<file path="src/shared/eas_consts.vh">
// Constants for the edge angle stamp capture channel
`ifndef EAS_CONSTS_VH
`define EAS_CONSTS_VH

// Angle unit is 1/16 degree crank angle
`define EAS_ANG_W 14
`define EAS_ANG_FULL 14'd11520
`define EAS_RES_W 17

// Register byte offsets (word aligned)
`define EAS_OFS_CTRL 6'h00
`define EAS_OFS_WIN_START 6'h04
`define EAS_OFS_WIN_END 6'h08
`define EAS_OFS_REF 6'h0c
`define EAS_OFS_EDGE_NUM 6'h10
`define EAS_OFS_DEF_TMO 6'h14
`define EAS_OFS_CHK_PER 6'h18
`define EAS_OFS_RESULT 6'h1c
`define EAS_OFS_STATUS 6'h20
`define EAS_OFS_MASK 6'h24
`define EAS_OFS_EDGE_CNT 6'h28

// Control field positions
`define EAS_CTRL_RUN 0
`define EAS_CTRL_SYNC 1
`define EAS_CTRL_FALL 2
`define EAS_CTRL_NTH 3
`define EAS_CTRL_TMO_LO 4
`define EAS_CTRL_TMO_HI 6
`define EAS_CTRL_GATED 7
`define EAS_CTRL_ENA_LOW 8
`define EAS_CTRL_W 9

// Timeout options
`define EAS_TMO_NONE 3'h0
`define EAS_TMO_TIME_LVL 3'h1
`define EAS_TMO_CRANK_LVL 3'h2
`define EAS_TMO_DUAL_LVL 3'h3
`define EAS_TMO_TIME_DEF 3'h4
`define EAS_TMO_CRANK_DEF 3'h5
`define EAS_TMO_DUAL_DEF 3'h6

// Status bits
`define EAS_ST_NEW 0
`define EAS_ST_TMO 1
`define EAS_ST_W 2

// Reset values
`define EAS_RST_CTRL 9'h000
`define EAS_RST_ANG 14'h0000
`define EAS_RST_REF 16'h0000
`define EAS_RST_NUM 8'h00
`define EAS_RST_DEF 16'h0000
`define EAS_RST_PER 24'h000000
`define EAS_CHK_W 24

`endif

</file>
<file path="src/hdl/eas_sync2.v">
// Two flip-flop synchroniser for one asynchronous level
`timescale 1ns/10ps
module eas_sync2 (
	input wire i_clk_sys,
	input wire i_resetn,
	input wire i_async,
	output wire o_sync
);
	reg meta_ff;
	reg sync_ff;

	always @(posedge i_clk_sys or negedge i_resetn) begin
		if (!i_resetn) begin
			meta_ff <= 1'b0;
			sync_ff <= 1'b0;
		end else begin
			meta_ff <= i_async;
			sync_ff <= meta_ff;
		end
	end

	assign o_sync = sync_ff;
endmodule // eas_sync2

</file>
<file path="src/hdl/eas_capture.v">
// Edge angle stamp capture channel with Avalon-MM registers
//
// Summary of operation
// - Raw edge angle is always folded into zero up to below 720 degrees.
// - Sync mode maps raw angle into window start plus 720, then differences.
// - Result is reference angle minus mapped edge angle.
// - Reference accepts minus 720 to plus 720; async results within 1440.
// - Async mode differences the raw angle with no remapping.
// - Sync non-selective procedures capture every active edge inside window.
// - Sync selective captures n-th edge; counter clears passing window start.
// - Async non-selective procedures capture every active edge, no window.
// - Async mode clears the edge counter only on a control write; n-th edge caught once.
// - Edge number zero makes selective procedures capture every edge.
// - Timeout raised at check when no new result since previous check.
// - Level timeout options output channel level: 1 active, 0 inactive.
// - Active level is high for rising, low for falling procedures.
// - Predefined timeout options output the configured default value.
// - Enable-gated interval level timeout outputs Enable activity, 1 or 0.
//
// The Avalon-MM slave port and the placing of the registers are this design's own decisions.
`timescale 1ns/10ps
`include "eas_consts.vh"
module eas_capture (
	input wire i_clk_sys,
	input wire i_resetn,
	input wire [5:0] i_avs_address,
	input wire i_avs_read,
	input wire i_avs_write,
	input wire [31:0] i_avs_writedata,
	input wire [3:0] i_avs_byteenable,
	output wire [31:0] o_avs_readdata,
	output wire o_avs_waitrequest,
	input wire [`EAS_ANG_W-1:0] i_crank_angle,
	input wire i_signal,
	input wire i_enable,
	output wire o_irq
);
	// Registers
	reg [`EAS_CTRL_W-1:0] ctrl_ff;
	reg [`EAS_ANG_W-1:0] win_start_ff;
	reg [`EAS_ANG_W-1:0] win_end_ff;
	reg [15:0] ref_ff;
	reg [7:0] edge_num_ff;
	reg [15:0] def_tmo_ff;
	reg [`EAS_CHK_W-1:0] chk_per_ff;
	reg [`EAS_RES_W-1:0] result_ff;
	reg [`EAS_ST_W-1:0] status_ff;
	reg [`EAS_ST_W-1:0] mask_ff;
	reg [7:0] edge_cnt_ff;
	reg [31:0] rdata_ff;
	reg wait_ff;
	reg irq_ff;
	// Capture state
	reg sig_prev_ff;
	reg [`EAS_ANG_W-1:0] off_prev_ff;
	reg [`EAS_CHK_W-1:0] chk_cnt_ff;
	reg fresh_ff;

	wire sig_s;
	wire ena_s;

	eas_sync2 u_sync_sig (
		.i_clk_sys(i_clk_sys),
		.i_resetn(i_resetn),
		.i_async(i_signal),
		.o_sync(sig_s)
	);

	eas_sync2 u_sync_ena (
		.i_clk_sys(i_clk_sys),
		.i_resetn(i_resetn),
		.i_async(i_enable),
		.o_sync(ena_s)
	);

	// Bus handshake: one wait state, then the access completes
	wire req = i_avs_read | i_avs_write;
	wire acc_wr = i_avs_write & ~wait_ff;
	wire acc_rd = i_avs_read & ~wait_ff;
	wire [31:0] wmask = {{8{i_avs_byteenable[3]}}, {8{i_avs_byteenable[2]}},
		{8{i_avs_byteenable[1]}}, {8{i_avs_byteenable[0]}}};
	wire [31:0] wval_ctrl = ({23'h000000, ctrl_ff} & ~wmask) |
		(i_avs_writedata & wmask);
	wire [31:0] wval_ws = ({18'h00000, win_start_ff} & ~wmask) |
		(i_avs_writedata & wmask);
	wire [31:0] wval_we = ({18'h00000, win_end_ff} & ~wmask) |
		(i_avs_writedata & wmask);
	wire [31:0] wval_ref = ({16'h0000, ref_ff} & ~wmask) |
		(i_avs_writedata & wmask);
	wire [31:0] wval_num = ({24'h000000, edge_num_ff} & ~wmask) |
		(i_avs_writedata & wmask);
	wire [31:0] wval_def = ({16'h0000, def_tmo_ff} & ~wmask) |
		(i_avs_writedata & wmask);
	wire [31:0] wval_per = ({8'h00, chk_per_ff} & ~wmask) |
		(i_avs_writedata & wmask);
	wire [31:0] wval_msk = ({30'h00000000, mask_ff} & ~wmask) |
		(i_avs_writedata & wmask);
	// A write to control reconfigures the channel and restarts counting
	wire cfg_wr = acc_wr && (i_avs_address == `EAS_OFS_CTRL);

	// Control fields
	wire run = ctrl_ff[`EAS_CTRL_RUN];
	wire sync_mode = ctrl_ff[`EAS_CTRL_SYNC];
	wire falling = ctrl_ff[`EAS_CTRL_FALL];
	wire nth = ctrl_ff[`EAS_CTRL_NTH];
	wire [2:0] tmo_opt = ctrl_ff[`EAS_CTRL_TMO_HI:`EAS_CTRL_TMO_LO];
	wire gated = ctrl_ff[`EAS_CTRL_GATED];
	wire ena_low = ctrl_ff[`EAS_CTRL_ENA_LOW];

	// Raw angle kept below one full cycle even if the base overshoots
	wire [`EAS_ANG_W-1:0] raw_ang = (i_crank_angle >= `EAS_ANG_FULL) ?
		(i_crank_angle - `EAS_ANG_FULL) : i_crank_angle;

	// Angle offsets relative to the window start, modulo one cycle
	wire [`EAS_ANG_W-1:0] off_cur = (raw_ang >= win_start_ff) ?
		(raw_ang - win_start_ff) :
		(raw_ang + `EAS_ANG_FULL - win_start_ff);
	wire [`EAS_ANG_W-1:0] off_end = (win_end_ff >= win_start_ff) ?
		(win_end_ff - win_start_ff) :
		(win_end_ff + `EAS_ANG_FULL - win_start_ff);
	// Equal limits give a window of a whole cycle
	wire in_win = (off_end == `EAS_RST_ANG) || (off_cur < off_end);
	// Offset falling back means the angle has just passed the window start
	wire start_pass = off_cur < off_prev_ff;

	// Mapped angle lies in [start, start + 720)
	wire [`EAS_ANG_W:0] mapped = {1'b0, win_start_ff} + {1'b0, off_cur};
	wire [`EAS_RES_W-1:0] ref_x = {ref_ff[15], ref_ff};
	wire [`EAS_RES_W-1:0] diff_sync = ref_x -
		{{(`EAS_RES_W-`EAS_ANG_W-1){1'b0}}, mapped};
	wire [`EAS_RES_W-1:0] diff_async = ref_x -
		{{(`EAS_RES_W-`EAS_ANG_W){1'b0}}, raw_ang};
	wire [`EAS_RES_W-1:0] ang_res = sync_mode ? diff_sync : diff_async;

	// Active edge detection on the synchronised channel
	wire rise = sig_s & ~sig_prev_ff;
	wire fall = ~sig_s & sig_prev_ff;
	wire act_edge = run & (falling ? fall : rise);
	wire edge_ok = act_edge & (~sync_mode | in_win);

	// Counter restarts at the window start in sync mode only
	wire cnt_clr = sync_mode & start_pass & run;
	wire [7:0] cnt_base = cnt_clr ? 8'h00 : edge_cnt_ff;
	// Saturating so that an async n-th edge can never be seen twice
	wire [7:0] cnt_inc = (cnt_base == 8'hff) ? cnt_base : cnt_base + 8'h01;
	wire sel_hit = (cnt_inc == edge_num_ff) && (cnt_base != 8'hff);
	wire capture = edge_ok & (~nth | (edge_num_ff == 8'h00) |
		sel_hit);

	// Timeout check strobe from a free-running period counter
	wire chk_now = run && (chk_per_ff != `EAS_RST_PER) &&
		(chk_cnt_ff == `EAS_RST_PER);
	wire tmo_hit = chk_now & ~fresh_ff & ~capture &
		(tmo_opt != `EAS_TMO_NONE) &
		(tmo_opt <= `EAS_TMO_DUAL_DEF);
	wire lvl_opt = (tmo_opt == `EAS_TMO_TIME_LVL) ||
		(tmo_opt == `EAS_TMO_CRANK_LVL) ||
		(tmo_opt == `EAS_TMO_DUAL_LVL);
	wire sig_act = falling ? ~sig_s : sig_s;
	wire ena_act = ena_low ? ~ena_s : ena_s;
	wire lvl_bit = gated ? ena_act : sig_act;
	wire [`EAS_RES_W-1:0] tmo_val = lvl_opt ?
		{{(`EAS_RES_W-1){1'b0}}, lvl_bit} :
		{def_tmo_ff[15], def_tmo_ff};

	wire [`EAS_ST_W-1:0] st_set = {tmo_hit, capture};

	// Configuration registers
	always @(posedge i_clk_sys or negedge i_resetn) begin
		if (!i_resetn) begin
			ctrl_ff <= `EAS_RST_CTRL;
			win_start_ff <= `EAS_RST_ANG;
			win_end_ff <= `EAS_RST_ANG;
			ref_ff <= `EAS_RST_REF;
			edge_num_ff <= `EAS_RST_NUM;
			def_tmo_ff <= `EAS_RST_DEF;
			chk_per_ff <= `EAS_RST_PER;
			mask_ff <= {`EAS_ST_W{1'b0}};
		end else if (acc_wr) begin
			if (i_avs_address == `EAS_OFS_CTRL) begin
				ctrl_ff <= wval_ctrl[`EAS_CTRL_W-1:0];
			end else if (i_avs_address == `EAS_OFS_WIN_START) begin
				win_start_ff <= wval_ws[`EAS_ANG_W-1:0];
			end else if (i_avs_address == `EAS_OFS_WIN_END) begin
				win_end_ff <= wval_we[`EAS_ANG_W-1:0];
			end else if (i_avs_address == `EAS_OFS_REF) begin
				ref_ff <= wval_ref[15:0];
			end else if (i_avs_address == `EAS_OFS_EDGE_NUM) begin
				edge_num_ff <= wval_num[7:0];
			end else if (i_avs_address == `EAS_OFS_DEF_TMO) begin
				def_tmo_ff <= wval_def[15:0];
			end else if (i_avs_address == `EAS_OFS_CHK_PER) begin
				chk_per_ff <= wval_per[`EAS_CHK_W-1:0];
			end else if (i_avs_address == `EAS_OFS_MASK) begin
				mask_ff <= wval_msk[`EAS_ST_W-1:0];
			end
		end
	end

	// Capture state, edge counter, check timer and result slot
	always @(posedge i_clk_sys or negedge i_resetn) begin
		if (!i_resetn) begin
			sig_prev_ff <= 1'b0;
			off_prev_ff <= `EAS_RST_ANG;
			edge_cnt_ff <= 8'h00;
			chk_cnt_ff <= `EAS_RST_PER;
			fresh_ff <= 1'b0;
			result_ff <= {`EAS_RES_W{1'b0}};
		end else begin
			sig_prev_ff <= sig_s;
			off_prev_ff <= off_cur;
			if (cfg_wr) begin
				edge_cnt_ff <= 8'h00;
				fresh_ff <= 1'b0;
				chk_cnt_ff <= chk_per_ff;
			end else begin
				if (edge_ok) begin
					edge_cnt_ff <= cnt_inc;
				end else begin
					edge_cnt_ff <= cnt_base;
				end
				// A result in the check cycle counts as new
				if (capture) begin
					fresh_ff <= 1'b1;
				end else if (chk_now) begin
					fresh_ff <= 1'b0;
				end
				if (chk_now) begin
					chk_cnt_ff <= chk_per_ff - 24'h000001;
				end else if (chk_cnt_ff != `EAS_RST_PER) begin
					chk_cnt_ff <= chk_cnt_ff - 24'h000001;
				end
			end
			if (capture) begin
				result_ff <= ang_res;
			end else if (tmo_hit) begin
				result_ff <= tmo_val;
			end
		end
	end

	// Bus answer, sticky status and interrupt
	always @(posedge i_clk_sys or negedge i_resetn) begin
		if (!i_resetn) begin
			wait_ff <= 1'b1;
			rdata_ff <= 32'h00000000;
			status_ff <= {`EAS_ST_W{1'b0}};
			irq_ff <= 1'b0;
		end else begin
			wait_ff <= ~(req & wait_ff);
			// Read clears only the bits it reported, so later events survive
			if (acc_rd && (i_avs_address == `EAS_OFS_STATUS)) begin
				status_ff <= (status_ff & ~rdata_ff[`EAS_ST_W-1:0]) | st_set;
			end else begin
				status_ff <= status_ff | st_set;
			end
			irq_ff <= |(status_ff & mask_ff);
			if (i_avs_read & wait_ff) begin
				if (i_avs_address == `EAS_OFS_CTRL) begin
					rdata_ff <= {23'h000000, ctrl_ff};
				end else if (i_avs_address == `EAS_OFS_WIN_START) begin
					rdata_ff <= {18'h00000, win_start_ff};
				end else if (i_avs_address == `EAS_OFS_WIN_END) begin
					rdata_ff <= {18'h00000, win_end_ff};
				end else if (i_avs_address == `EAS_OFS_REF) begin
					rdata_ff <= {{16{ref_ff[15]}}, ref_ff};
				end else if (i_avs_address == `EAS_OFS_EDGE_NUM) begin
					rdata_ff <= {24'h000000, edge_num_ff};
				end else if (i_avs_address == `EAS_OFS_DEF_TMO) begin
					rdata_ff <= {{16{def_tmo_ff[15]}}, def_tmo_ff};
				end else if (i_avs_address == `EAS_OFS_CHK_PER) begin
					rdata_ff <= {8'h00, chk_per_ff};
				end else if (i_avs_address == `EAS_OFS_RESULT) begin
					rdata_ff <= {{(32-`EAS_RES_W){result_ff[`EAS_RES_W-1]}},
						result_ff};
				end else if (i_avs_address == `EAS_OFS_STATUS) begin
					rdata_ff <= {30'h00000000, status_ff};
				end else if (i_avs_address == `EAS_OFS_MASK) begin
					rdata_ff <= {30'h00000000, mask_ff};
				end else if (i_avs_address == `EAS_OFS_EDGE_CNT) begin
					rdata_ff <= {24'h000000, edge_cnt_ff};
				end else begin
					rdata_ff <= 32'h00000000;
				end
			end
		end
	end

	assign o_avs_readdata = rdata_ff;
	assign o_avs_waitrequest = wait_ff;
	assign o_irq = irq_ff;
endmodule // eas_capture

</file>
<file path="config.mk">
export PLATFORM = sky130hd
export DESIGN_NAME = eas_capture
export DESIGN_NICKNAME = d
export VERILOG_FILES = /design/src/hdl/eas_sync2.v /design/src/hdl/eas_capture.v
export VERILOG_INCLUDE_DIRS = /design/src /design/src/shared
export SDC_FILE = /design/constraint.sdc
export NUM_CORES = 1
export LEC_CHECK = 0
export BUFFER_PORTS_ARGS = -buffer_cell sky130_fd_sc_hd__buf_2
export CELL_PAD_IN_SITES_DETAIL_PLACEMENT = 0
export CELL_PAD_IN_SITES_GLOBAL_PLACEMENT = 1
export CORE_ASPECT_RATIO = 0.8
export CORE_MARGIN = 4
export CORE_UTILIZATION = 40
export DETAILED_ROUTE_END_ITERATION = 6
export PLACE_DENSITY_LB_ADDON = 0.12
export SETUP_SLACK_MARGIN = 0.02
export SLEW_MARGIN = 20
export SYNTH_ARGS = -nofsm -noshare
export SYNTH_HDL_FRONTEND = slang
export SYNTH_SLANG_ARGS = --single-unit
</file>
<file path="constraint.sdc">
create_clock -name i_clk_sys -period 10.3 [get_ports i_clk_sys]
set_input_delay 1.03 -clock i_clk_sys [delete_from_list [all_inputs] [get_ports i_clk_sys]]
set_output_delay 1.03 -clock i_clk_sys [all_outputs]
set_load 0.03 [all_outputs]
</file>
==> qor.yml <==
status: "finished clean"
post-route-drc-count: 0
fin_util_pct: 46.2
path_delay_family: "compound AO/OA/AOI/OAI gates"
syn_avg_cell_area_um2: 8.88
period_share_pct: 86.1
rsz0062_at_grt: "false"
drive_gt1_share_pct: 15.5
seq_area_frac_synth_pct: 32.8
cp-end-kind: "register"
synthCells: 1727
post_cts.repair.setup_buffers: 0
core_um2: 37400
finalNonFillerCells: 2318
m1WireLength_um: 26800
maxCapViolCount: 0
synth_top_cells_by_area: "dfrtp_1, ha_1, mux2_2"
cts_sinks: 201
synth_commonest_cells: "dfrtp_1, nand2_1, o21ai_0"
tightest_slew_ns: 0.955
grt_max_degree: 99
setup_tns_ns: 0
hpwlAfterDp_um: 39300
place.gp.congestion: 0.866
ys.flop_type: "dfrtp_1"
fmax_ghz: 0.113
cp.arrival_ns: 9.33
htree_levels: 1
diodes: 0
wl_met2_um: 20500
period_needed_ns: 8.87
cp_slowest_cell: "nor4_1"
dr.max_layer_used: "met4"
rows: 63
grt_pass1_vias: 12700
initial_core_util_pct: 41.0
relSlewSlack_pct: 36.1
netlist.area_leader.share_pct: 32.6
cp_data_required_time_ns: 10.75
multi_input_area_um2: 9550
die_h_um: 183
clk_path_buf_depth: 3
fp.dieArea_um2: 41600
p_leak_nw: 8.08
clkLatencyLatePin_ns: 0.54
drt_wl_total_um: 51100
syn2layout_area_growth_pct: 12.8
p_per_area_nw_per_um2: 167
grt-ovfl-total: 0
first_pass_iters: 6
cp_max_fo: 14
crit_path_start_kind: "input port"
cts_root_buf: "clkbuf_16"
final_hold_viol_count: 0
synth_cell_type_count: 87
cts_hold_buf: 0
viasPerCell: 5.78
worstSetupPathType: "in2reg"
maxSlewViolCount: 0
yosysTopAreaCell: "dfrtp_1"
grt_pass1_wl_um: 78500
hold_class: "reg2reg"
nets: 2017
yosys_warnings: 0
drt_iter0_drc: 1202
cp_slowest_stage_delay_ns: 0.47
ir_drop_mv: 0.102
synth_enable_flop_cells: 0
syn-num-nets: 1929
final_antenna_net_count: 0
finalPower_mw: 2.90
antenna_found_initial: 1
fillers: 3642
numPortBuffers: 86
fp.dieW_um: 227
synth-seq-cells: 201
met3WireLength_um: 2880
synthArstFlopShare_pct: 100
path_buf_inv: 4
post_cts_resized: 0
finalClockSkew_ns: 0.0151
cts_made_buffers: 23
wl_per_cell_um: 22.1
place_inst: 2277
clk_pin_slew_ns: 0.06
seqCellArea_um2: 5030
grtUsageTotal_pct: 24.3
setup_viol: 0
syn_area_um2: 15300
cts_tree: "built"
pin_count: 96
synth.most_common_cell: "dfrtp_1"
via_count: 13400
-- through the flow --
step                      worst slack, ns  hold slack, ns  cell area (µm²)
after floorplan                      2.56           0.331            15300
after global placement               1.08           0.336            16400
after detailed placement             1.05           0.336            16400
after CTS                            1.57           0.350            17300
after global routing                0.615           0.381            17300
final                                1.43           0.348            17300
-- worst reg2reg max path: cells and delay by family (launching register included) --
family / cells / cell delay, ns
XOR/XNOR: 1 / 0.15
adder cells (fa/ha/maj): 4 / 1.22
flip-flops: 1 / 0.47
buffers and inverters: 3 / 0.47
multiplexers: 1 / 0.22
AND/OR/NAND/NOR: 7 / 1.31
AO/OA/AOI/OAI: 15 / 4.17
-- report_power, final --
group | total [mW] | switching (mW) | internal, mW
clock | 0.952 | 0.358 | 0.595
combinational | 0.974 | 0.570 | 0.404
sequential | 0.972 | 0.0902 | 0.881
-- cell type report --
class	instances	area share, %
clock buffers	31	3.79
clock inverters	10	1.16
inverters	123	2.67
multi-input cells	1334	55.2
flip-flops and latches	201	29.1
well taps	487	3.52
repair buffers	132	4.61
-- logic make-up after synthesis --
| group | count (synthesis) | synth area share [%] |
|---|---|---|
| compound gates | 495 | 20.0 |
| simple gates | 487 | 15.2 |
| flops | 201 | 32.8 |
| buf+inv | 192 | 5.12 |
| fa+ha+maj | 140 | 12.6 |
| mux | 138 | 10.0 |
| xor+xnor | 74 | 4.22 |
-- path summary, 6_finish.rpt --
path,startpoint,to,slack (ns),cells past startpoint
worst max-delay path,i_crank_angle[10],result_ff[11],1.43,34
worst min-delay path,u_sync_ena.meta_ff,u_sync_ena.o_sync,0.35,0
worst max register to register,register,result_ff[11],2.23,31
worst min register to register,u_sync_ena.meta_ff,u_sync_ena.o_sync,0.35,0
max in group asynchronous,i_resetn,async pin,8.50,2
min in group asynchronous,i_resetn,off_prev_ff[3],0.52,1
-- cell usage in the layout (no fill, tap or decap), types with 23 or more instances in the layout --
cell type | synthesis | final
clkbuf_16 | 0 | 23
buf_2 | 6 | 85
xor2_1 | 25 | 25
nand2_1 | 179 | 179
nand3_1 | 29 | 29
ha_1 | 116 | 116
nor2_1 | 108 | 108
xnor2_1 | 49 | 49
fa_1 | 24 | 24
and3_1 | 28 | 28
o21ai_0 | 145 | 145
buf_4 | 8 | 45
mux2_2 | 87 | 87
mux2i_1 | 46 | 46
dfrtp_1 | 200 | 200
nor3_1 | 36 | 35
a21oi_1 | 134 | 133
inv_1 | 123 | 123
-- metal layers --
layer,up-vias,GRT usage [%]
met5,-,0
met4,0,4.31
met3,51,3.06
met1,6598,40.3
li1,6376,-
met2,373,33.5
No activity file was read; power rests on OpenSTA's default activity.
